`src/core/gsw_regs.svh`:
```
// constants of the gateway status word
`ifndef GSW_REGS_SVH
`define GSW_REGS_SVH
`define GSW_OFF_HI 10'h000
`define GSW_OFF_LO 10'h001
`define GSW_AREA_SIZE 10'h200
`define GSW_BIT_SEND 4'hF
`define GSW_BIT_CONFIRM 4'hE
`define GSW_BIT_VALID 4'hD
`define GSW_CODE_HI 4'hC
`define GSW_CODE_LO 4'h8
`define GSW_WORD_RESET 16'h0000
`define GSW_CODE_NOERR 5'h1F
`define GSW_CODE_0 5'h00
`define GSW_CODE_1 5'h01
`define GSW_CODE_2 5'h02
`define GSW_CODE_3 5'h03
`define GSW_CODE_4 5'h04
`define GSW_NUM_EVENTS 3'h5
`define GSW_QUAL_NONE 8'h00
`endif

```
`src/core/gsw_pkg.sv`:
```
// types of the gateway status word
package gsw_pkg;
  // operating mode of the sub-network side
  typedef enum logic [1:0] {
    MODE_POLL = 2'b00,
    MODE_SERIAL = 2'b01,
    MODE_FREE = 2'b10
  } mode_e;
  // one status event: which code slot and its data byte
  typedef struct packed {
    logic valid;
    logic [2:0] slot;
    logic [7:0] qual;
  } event_s;
  // reporter state
  typedef enum logic [1:0] {
    RPT_IDLE = 2'b00,
    RPT_WARN = 2'b01,
    RPT_ERR = 2'b10
  } rpt_e;
endpackage

```
`src/core/gateway_status_word.sv`:
```
// status word of the gateway input area
// Function
// - status word occupies input area bytes 0-1
// - bit 15 send, bit 14 confirm
// - bit 13 set after all transactions succeed
// - exchange-complete flag stays set until the offline-online transition or free-format mode
// - free-format mode leaves bit 13 unused
// - bits 12:8 code, low byte qualifier
// - word stored most significant byte first
// - poll code 0x00 retransmission count warning
// - poll codes 0x01/0x02 missing node errors
// - poll codes 0x03 overrun, 0x04 other error
// - error followed by 0x1F once resolved
// - free code 0x00 invalid transaction counter error
// - free code 0x01 frame error warning
// - free code 0x02 offline timeout counter error
// - free codes 0x03 overrun, 0x04 other error
// - free mode uses own table, 0x1F after
// - status word disabled by default
// - flag cleared at offline-online transition and in free-format mode
`timescale 1ns/10ps
`default_nettype none
`include "gsw_regs.svh"
module gateway_status_word
(
  input wire logic clk,
  input wire logic rst,
  input wire gsw_pkg::mode_e mode,
  input wire logic csw_enable,
  input wire logic fieldbus_online,
  input wire logic status_handshake_send,
  input wire logic status_handshake_confirm,
  input wire logic all_done,
  input wire gsw_pkg::event_s ev_retrans,
  input wire gsw_pkg::event_s ev_missing,
  input wire gsw_pkg::event_s ev_overrun,
  input wire gsw_pkg::event_s ev_other,
  input wire gsw_pkg::event_s ev_frame,
  input wire logic cause_cleared,
  input wire logic data_we,
  input wire logic [9:0] data_waddr,
  input wire logic [7:0] data_wdata,
  input wire logic [9:0] fb_raddr,
  output logic [7:0] fb_rdata,
  output logic [15:0] subnet_status_word,
  output logic data_valid_q
);
  // ****************
  // event selection
  // ****************
  // priority: missing/invalid, other, retrans/timeout, overrun, frame
  wire gsw_pkg::event_s ev_sel =
    ev_missing.valid ? ev_missing :
    ev_other.valid ? ev_other :
    ev_retrans.valid ? ev_retrans :
    ev_overrun.valid ? ev_overrun : ev_frame;
  wire free_mode = (mode == gsw_pkg::MODE_FREE);
  // frame error only exists in free format
  wire ev_ok = ev_sel.valid && (free_mode || ev_sel.slot != 3'h1 || ev_missing.valid);
  logic [4:0] map_code; // mapped status code
  logic [7:0] map_qual; // mapped data byte
  logic map_err; // event is of error type
  gsw_code_map u_map
  (
    .mode(mode),
    .slot(ev_ok ? ev_sel.slot : 3'h7),
    .qual_in(ev_sel.qual),
    .code(map_code),
    .qual(map_qual),
    .is_error(map_err)
  );
  // ****************
  // status code register
  // ****************
  gsw_pkg::rpt_e rpt_q; // reporter state
  logic [4:0] code_q; // last code
  logic [7:0] qual_q; // last qualifier
  // an error stays pending under later warnings until its cause clears
  wire err_pending = map_err || (rpt_q == gsw_pkg::RPT_ERR);
  // newest event wins; error resolves to no-error
  always_ff @(posedge clk)
  begin
    if (rst)
    begin
      rpt_q <= gsw_pkg::RPT_IDLE;
      code_q <= `GSW_CODE_NOERR;
      qual_q <= `GSW_QUAL_NONE;
    end
    else if (ev_ok)
    begin
      code_q <= map_code;
      qual_q <= map_qual;
      rpt_q <= err_pending ? gsw_pkg::RPT_ERR : gsw_pkg::RPT_WARN;
    end
    else if (rpt_q == gsw_pkg::RPT_ERR && cause_cleared)
    begin
      code_q <= `GSW_CODE_NOERR;
      qual_q <= `GSW_QUAL_NONE;
      rpt_q <= gsw_pkg::RPT_IDLE;
    end
  end
  // ****************
  // exchange-complete flag
  // ****************
  logic online_q; // previous online level
  wire go_online = fieldbus_online && !online_q;
  always_ff @(posedge clk)
  begin
    if (rst)
    begin
      online_q <= 1'b0;
      data_valid_q <= 1'b0;
    end
    else
    begin
      online_q <= fieldbus_online;
      // free format never uses the flag
      if (free_mode)
      begin
        data_valid_q <= 1'b0;
      end
      // completion in the same cycle as the online edge wins
      else if (all_done)
      begin
        data_valid_q <= 1'b1;
      end
      // otherwise the online transition clears it
      else if (go_online)
      begin
        data_valid_q <= 1'b0;
      end
    end
  end
  // ****************
  // word assembly
  // ****************
  logic [15:0] word_d; // word as assembled
  always_comb
  begin
    word_d = `GSW_WORD_RESET;
    word_d[`GSW_BIT_SEND] = status_handshake_send;
    word_d[`GSW_BIT_CONFIRM] = status_handshake_confirm;
    word_d[`GSW_BIT_VALID] = data_valid_q && !free_mode;
    word_d[`GSW_CODE_HI:`GSW_CODE_LO] = code_q;
    word_d[7:0] = qual_q;
  end
  // disabled word reads zero and is not written
  always_ff @(posedge clk)
  begin
    if (rst)
    begin
      subnet_status_word <= `GSW_WORD_RESET;
    end
    else
    begin
      subnet_status_word <= csw_enable ? word_d : `GSW_WORD_RESET;
    end
  end
  // ****************
  // input area
  // ****************
  // status word overrides area bytes 0 and 1 when enabled
  wire hit_hi = csw_enable && (fb_raddr == `GSW_OFF_HI);
  wire hit_lo = csw_enable && (fb_raddr == `GSW_OFF_LO);
  logic hit_hi_q; // aligned with memory latency
  logic hit_lo_q; // aligned with memory latency
  logic [7:0] mem_rdata; // memory read data
  gsw_area_mem u_mem
  (
    .clk(clk),
    .we(data_we),
    .waddr(data_waddr),
    .wdata(data_wdata),
    .raddr(fb_raddr),
    .rdata(mem_rdata)
  );
  always_ff @(posedge clk)
  begin
    if (rst)
    begin
      hit_hi_q <= 1'b0;
      hit_lo_q <= 1'b0;
    end
    else
    begin
      hit_hi_q <= hit_hi;
      hit_lo_q <= hit_lo;
    end
  end
  // byte 0 is high byte (MSB first)
  wire [7:0] rd_mux = hit_hi_q ? subnet_status_word[15:8] :
    hit_lo_q ? subnet_status_word[7:0] : mem_rdata;
  always_ff @(posedge clk)
  begin
    if (rst)
    begin
      fb_rdata <= 8'h00;
    end
    else
    begin
      fb_rdata <= rd_mux;
    end
  end
endmodule
`default_nettype wire

```
`src/core/gsw_area_mem.sv`:
```
// small input area memory, registered read
`timescale 1ns/10ps
`default_nettype none
module gsw_area_mem
(
  input wire logic clk,
  input wire logic we,
  input wire logic [9:0] waddr,
  input wire logic [7:0] wdata,
  input wire logic [9:0] raddr,
  output logic [7:0] rdata
);
  // ****************
  // storage
  // ****************
  logic [7:0] mem [0:511]; // byte array of the input area
  // write port
  always_ff @(posedge clk)
  begin
    if (we)
    begin
      mem[waddr[8:0]] <= wdata;
    end
  end
  // registered read port
  always_ff @(posedge clk)
  begin
    rdata <= mem[raddr[8:0]];
  end
endmodule
`default_nettype wire

```
`src/core/gsw_code_map.sv`:
```
// maps an event slot to the code table of the current mode
`timescale 1ns/10ps
`default_nettype none
`include "gsw_regs.svh"
module gsw_code_map
(
  input wire gsw_pkg::mode_e mode,
  input wire logic [2:0] slot,
  input wire logic [7:0] qual_in,
  output logic [4:0] code,
  output logic [7:0] qual,
  output logic is_error
);
  // free-format mode uses its own table
  wire free_mode = (mode == gsw_pkg::MODE_FREE);
  // slot 5 and above means no error
  wire no_err = (slot >= `GSW_NUM_EVENTS);
  // data-less codes in free format: 1, 3, 4
  wire free_blank = free_mode && (slot == 3'h1 || slot == 3'h3 || slot == 3'h4);
  // error types: poll 1,2,4 ; free 0,2,4
  wire err_poll = (slot == 3'h1) || (slot == 3'h2) || (slot == 3'h4);
  wire err_free = (slot == 3'h0) || (slot == 3'h2) || (slot == 3'h4);
  assign code = no_err ? `GSW_CODE_NOERR : {2'b00, slot};
  assign qual = (no_err || free_blank) ? `GSW_QUAL_NONE : qual_in;
  assign is_error = !no_err && (free_mode ? err_free : err_poll);
endmodule
`default_nettype wire

```
`config.mk`:
```
export PLATFORM = sky130hd
export DESIGN_NAME = gateway_status_word
export DESIGN_NICKNAME = d
export VERILOG_FILES = /design/src/core/gsw_pkg.sv /design/src/core/gateway_status_word.sv /design/src/core/gsw_area_mem.sv /design/src/core/gsw_code_map.sv
export VERILOG_INCLUDE_DIRS = /design/src /design/src/core
export SDC_FILE = /design/constraint.sdc
export NUM_CORES = 2
export LEC_CHECK = 0
export BUFFER_PORTS_ARGS = -buffer_cell sky130_fd_sc_hd__buf_2
export CORE_UTILIZATION = 30
export CTS_BUF_LIST = sky130_fd_sc_hd__clkbuf_4 sky130_fd_sc_hd__clkbuf_8
export DETAILED_ROUTE_END_ITERATION = 10
export PLACE_DENSITY = 0.42
export SYNTH_ARGS = -nofsm -noshare
export SYNTH_HDL_FRONTEND = slang
export SYNTH_SLANG_ARGS = --single-unit
```
`constraint.sdc`:
```
create_clock -name clk -period 4.1 [get_ports clk]
set_input_delay 0.82 -clock clk [delete_from_list [all_inputs] [get_ports clk]]
set_output_delay 0.82 -clock clk [all_outputs]
set_load 0.02 [all_outputs]
```
# == Word-level counts from Yosys, hierarchy flattened ==
# Memories as Yosys holds them, arrays and structs flattened. A register that Yosys moved wholly into a read port is not among the register bits.
# Index checks and enable logic that the tools add are counted.
# W data, S select, Z words.
# word_totals
ff_bits,43
ram_bits,4096
out_inout_bits,25
word_cells,68
mem_count,1
# memory_table
name,depth,word_bits,read_ports,rd_ports_with_merged_regs,wr,line,rtl
u_mem.mem,512,8,1,1,1,gsw_area_mem.sv:16,logic [7:0] mem [0:511];
# op_classes
n_lt_le_gt_ge,1
n_eq_ne,8
muxes,21
bitwise_logic,1
n_reduce_logical,27
# op_table
cell,count
$mux W12,4
$mux W8,5
$mux W5,3
$eq A10 B1 Y1 const B,1
$logic_not A10 Y1,1
$logic_or A1 B1 Y1,10
$logic_and A1 B1 Y1,8
$eq A3 B2 Y1 const B,2
$mux W2,3
$mux W1,5
$eq A2 B2 Y1 const B,2
$reduce_bool A2 Y1,2
$reduce_or A2 Y1,2
$eq A3 B1 Y1 const B,1
$eq A3 B3 Y1 const B,1
$ge A3 B3 Y1 const B,1
$logic_not A1 Y1,3
$logic_not A3 Y1,1
$mux W3,1
$ne A3 B1 Y1 const B,1
$not A1 Y1,1

# == Logic depth before layout (Yosys ltp) ==
# logic_depth
word_depth,17
mapped_depth,14
depth_no_buf,7

# == Hierarchy ==
# From an unflattened synthesis, not the netlist that was laid out.
# hier_totals
hier_cells,8304
hier_area_um2,162143.0
# modules_own_cells
mod,n_inst,cells_per_inst,area_each_um2
gsw_area_mem,1,8030,159927.1
gateway_status_word,1,252,2067.0
gsw_code_map,1,22,148.9

# == Worst setup path after synthesis ==
# No wires, ideal clock.
# synth_timing
path_type,input -> register
start,input port fb_raddr[0]
end,"register u_mem.rdata[0], read port of u_mem.mem"
arrival_ns,3.096
slack_ns,0.882
path_stages,8
path_cell_list,buf_6 > buf_4 > buf_2 > mux4_2 > mux4_2 > a222oi_1 > nor2_1 > o32a_1
# synth_lines
element,line,rtl
"start, declared",gateway_status_word.sv:43,"input wire logic [9:0] fb_raddr,"
"end, declared",gsw_area_mem.sv:11,output logic [7:0] rdata

==> impl_metrics.sql <==
INSERT INTO impl_metrics (metric_group, metric, value, unit) VALUES
('status', 'outcome', 'finished, violations left', ''),
('status', 'violations_in_the_final_reports', 'design-rule violations', ''),
('cts', 'clock_edge_transition_at_the_registers_on_the_reported_setup_and_hold_paths', '0.06', 'ns'),
('floorplan', 'io_pins', '124', ''),
('setup_path', 'setup.worst_path.class', 'input pin to register', ''),
('power_and_ir_drop', 'power.switching', '20.9', 'mW'),
('placement', 'dp_hpwl', '340000', 'um'),
('sta', 'setup_viol', '0', ''),
('yosys', 'synth_adder_area_share', '0', ''),
('drt', 'post-route-drc-count', '98', ''),
('sta', 'timing.final.max_slew_violations', '0', ''),
('yosys', 'synthesis.nets', '7558', ''),
('setup_path', 'critical_path.max_fanout', '25', ''),
('floorplan', 'die_area', '541000', 'um2'),
('cts', 'cts-root-to-sink-buffers', '4', ''),
('cells_and_area', 'layout-drive-gt1-share', '0.364', ''),
('job', 'max_cap_violations', '0', ''),
('power_and_ir_drop', 'ir_drop', '0.342', 'mV'),
('placement', 'gpl.final_weighted_congestion', '0.812', ''),
('sta', 'skew_final', '0.0657', 'ns'),
('power_and_ir_drop', 'power.static_leakage', '62.7', 'nW'),
('setup_path', 'crit_start', 'fb_raddr[0]', ''),
('yosys', 'synthMuxAreaShare', '0.171', ''),
('global_routing', 'grt.overflow.total', '0', ''),
('cells_and_area', 'n_fill_cell', '49634', ''),
('cells_and_area', 'layout.nets', '9145', ''),
('floorplan', 'floorplan.die.width', '736', 'um'),
('drt', 'number_of_iterations_in_the_first_detailed_routing_pass', '8', ''),
('yosys', 'synth-simple-area-share', '0.0250', ''),
('sta', 'rsz0062_at_grt', 'no', ''),
('yosys', 'ys_types', '73', ''),
('yosys', 'post_synthesis_compound_gate_area_fraction', '0.0194', ''),
('sta', 'hold_viol_final', '0', ''),
('yosys', 'yosys_warnings', '0', ''),
('cts', 'cts.hold.buffers_added', '47', ''),
('setup_path', 'critPathLaunchType', 'input pin', ''),
('cts', 'cts-resized-gates', '0', ''),
('cts', 'tritoncts_clock_tree', 'done', ''),
('yosys', 'syn_avg_cell_area', '21.6', 'um2'),
('drt', 'drt-wirelength-per-cell', '31.1', 'um'),
('power_and_ir_drop', 'power.sequential.fraction', '0.526', ''),
('global_routing', 'wire_length_of_the_first_global_routing_pass', '721000', 'um'),
('yosys', 'synthXorXnorAreaFrac', '0', ''),
('cts', 'ctsHtreeMaxLevel', '6', ''),
('sta', 'worst_slew_pin_slew', '1.19', 'ns'),
('floorplan', 'die_y', '736', 'um'),
('yosys', 'synth_async_sr_flop_share', '0', ''),
('yosys', 'syn_area', '161000', 'um2'),
('drt', 'detail_route.iter0.violations', '8486', ''),
('cells_and_area', 'postLayoutCellArea', '194000', 'um2'),
('setup_path', 'timing.critical_path.to_type', 'register', ''),
('global_routing', 'groute.usage.overall', '0.190', ''),
('setup_path', 'cp.arrival', '4.52', 'ns'),
('cts', 'clk-insertion-delay-late', '1.28', 'ns'),
('drt', 'totalWireLength', '522000', 'um'),
('sta', 'fmax', '297', 'MHz'),
('cts', 'tritoncts_buffers', '700', ''),
('power_and_ir_drop', 'fraction_of_power_consumed_by_the_clock_network', '0.411', ''),
('min_path', 'hp-start', 'ev_missing[8]', ''),
('sta', 'fin_crit', '3.36', 'ns'),
('power_and_ir_drop', 'combPwrFrac', '0.063', ''),
('min_path', 'timing.hold.worst.class', 'input pin to register', ''),
('drt', 'routed_via_density', '4.99', ''),
('sta', 'min_period_over_period', '0.820', ''),
('yosys', 'syn_inst', '7459', ''),
('drt', 'dr_total_vias', '83647', ''),
('global_routing', 'antenna_violations_before_repair', '57', ''),
('yosys', 'synth.yosys.seq_area_share', '0.768', ''),
('yosys', 'yosys_most_used_dff', 'sky130_fd_sc_hd__edfxtp_1', ''),
('placement', 'placed_cells', '15478', ''),
('yosys', 'synth.ff_latch_count', '4145', '');
-- flip-flops by register name, summed over array words and instances, names as in the netlist --
name,flops
fb_rdata,8
rpt_q,2
hit_lo_q,1
subnet_status_word,15
u_mem.rdata,8
qual_q,8
code_q,4
u_mem.mem,4096
data_valid_q,1
hit_hi_q,1
online_q,1
-- cells by family after synthesis --
| family | after synthesis |
|---|---|
| simple gates | 973 |
| flops | 4145 |
| mux | 1428 |
| compound gates | 446 |
| buf+inv | 467 |
-- path summary, 6_finish.rpt --
check / to / cells past startpoint
setup / recovery: u_mem.rdata[1] / 12
hold / removal: code_q[0] / 6
setup reg to reg: u_mem.rdata[1] / 8
hold reg to reg: subnet_status_word[5] / 1
-- per-layer routing --
| metal | GRT usage | vias up | routed length, um |
|---|---|---|---|
| met3 | 0.0310 | 671 | 29900 |
| li1 | - | 34523 | - |
| met4 | 0.0455 | 6 | 12300 |
| met1 | 0.269 | 45675 | 234000 |
| met2 | 0.305 | 2772 | 246000 |
| met5 | 0 | - | 47 |
-- metrics by stage --
step | total power, mW | setup WS, ns
2_1_floorplan | 50.0 | 0.882
3_3_place_gp | 53.2 | -0.542
3_5_place_dp | 53.2 | -0.478
4_1_cts | 89.9 | 0.983
5_1_grt | 91.8 | 0.879
6_report | 88.9 | 0.737
-- critical path, cell delays in order --
cell and delay, ns:
sky130_fd_sc_hd__buf_12 0.23, sky130_fd_sc_hd__buf_12 0.22, sky130_fd_sc_hd__buf_12 0.23, sky130_fd_sc_hd__buf_12 0.18, sky130_fd_sc_hd__mux4_2 0.54, sky130_fd_sc_hd__mux4_2 0.55
sky130_fd_sc_hd__o21ai_0 0.58, sky130_fd_sc_hd__buf_4 0.26, sky130_fd_sc_hd__a32oi_1 0.13, sky130_fd_sc_hd__a21oi_1 0.37, sky130_fd_sc_hd__buf_4 0.26, sky130_fd_sc_hd__a32oi_1 0.07
-- Yosys cell counts, drive strengths merged (7+ instances only) --
cell type     n  share of area
o21ai        51         0.0016
nor3         19        0.00062
clkbuf      168         0.0040
o22ai        58         0.0022
nor4          9        0.00035
a221oi       32         0.0017
mux4       1058           0.15
mux2         27         0.0019
o2bb2ai       9        0.00049
a22oi        42         0.0020
nand3        36         0.0011
o211ai       15        0.00070
a311oi        9        0.00049
a32oi        14        0.00076
nand2b       10        0.00039
dfxtp        49         0.0061
nand2       212         0.0049
nor2        596          0.014
a2111oi      11        0.00060
and3          7        0.00027
nor2b        34         0.0013
and2         24        0.00093
a211o         7        0.00038
a31oi        18        0.00070
a21oi        75         0.0023
edfxtp     4096           0.76
a211oi       31         0.0014
inv          11        0.00026
mux2i       343          0.021
o221ai       15        0.00081
buf         287          0.012
o22a          7        0.00038
-- area by class of cell --
cell class	instances	area (um2)	area share
well taps	7181	8980	0.0464
flip-flops and latches	4145	124000	0.641
clock buffers	927	11400	0.0588
multi-input cells	2847	35000	0.181
diodes	10	25.0	0.000129
clock inverters	316	2120	0.0110
repair buffers	1340	12000	0.0618
inverters	12	67.6	0.000349
-- power groups by stage --
stage	combinational (mW)	sequential [mW]	clock, mW
floorplan	2.38	47.6	0
global placement	5.60	47.6	0
detailed placement	5.65	47.6	0
CTS	5.71	46.7	37.5
global route	5.88	46.7	39.2
finish	5.61	46.7	36.5
No activity file was read; power rests on OpenSTA's default activity.
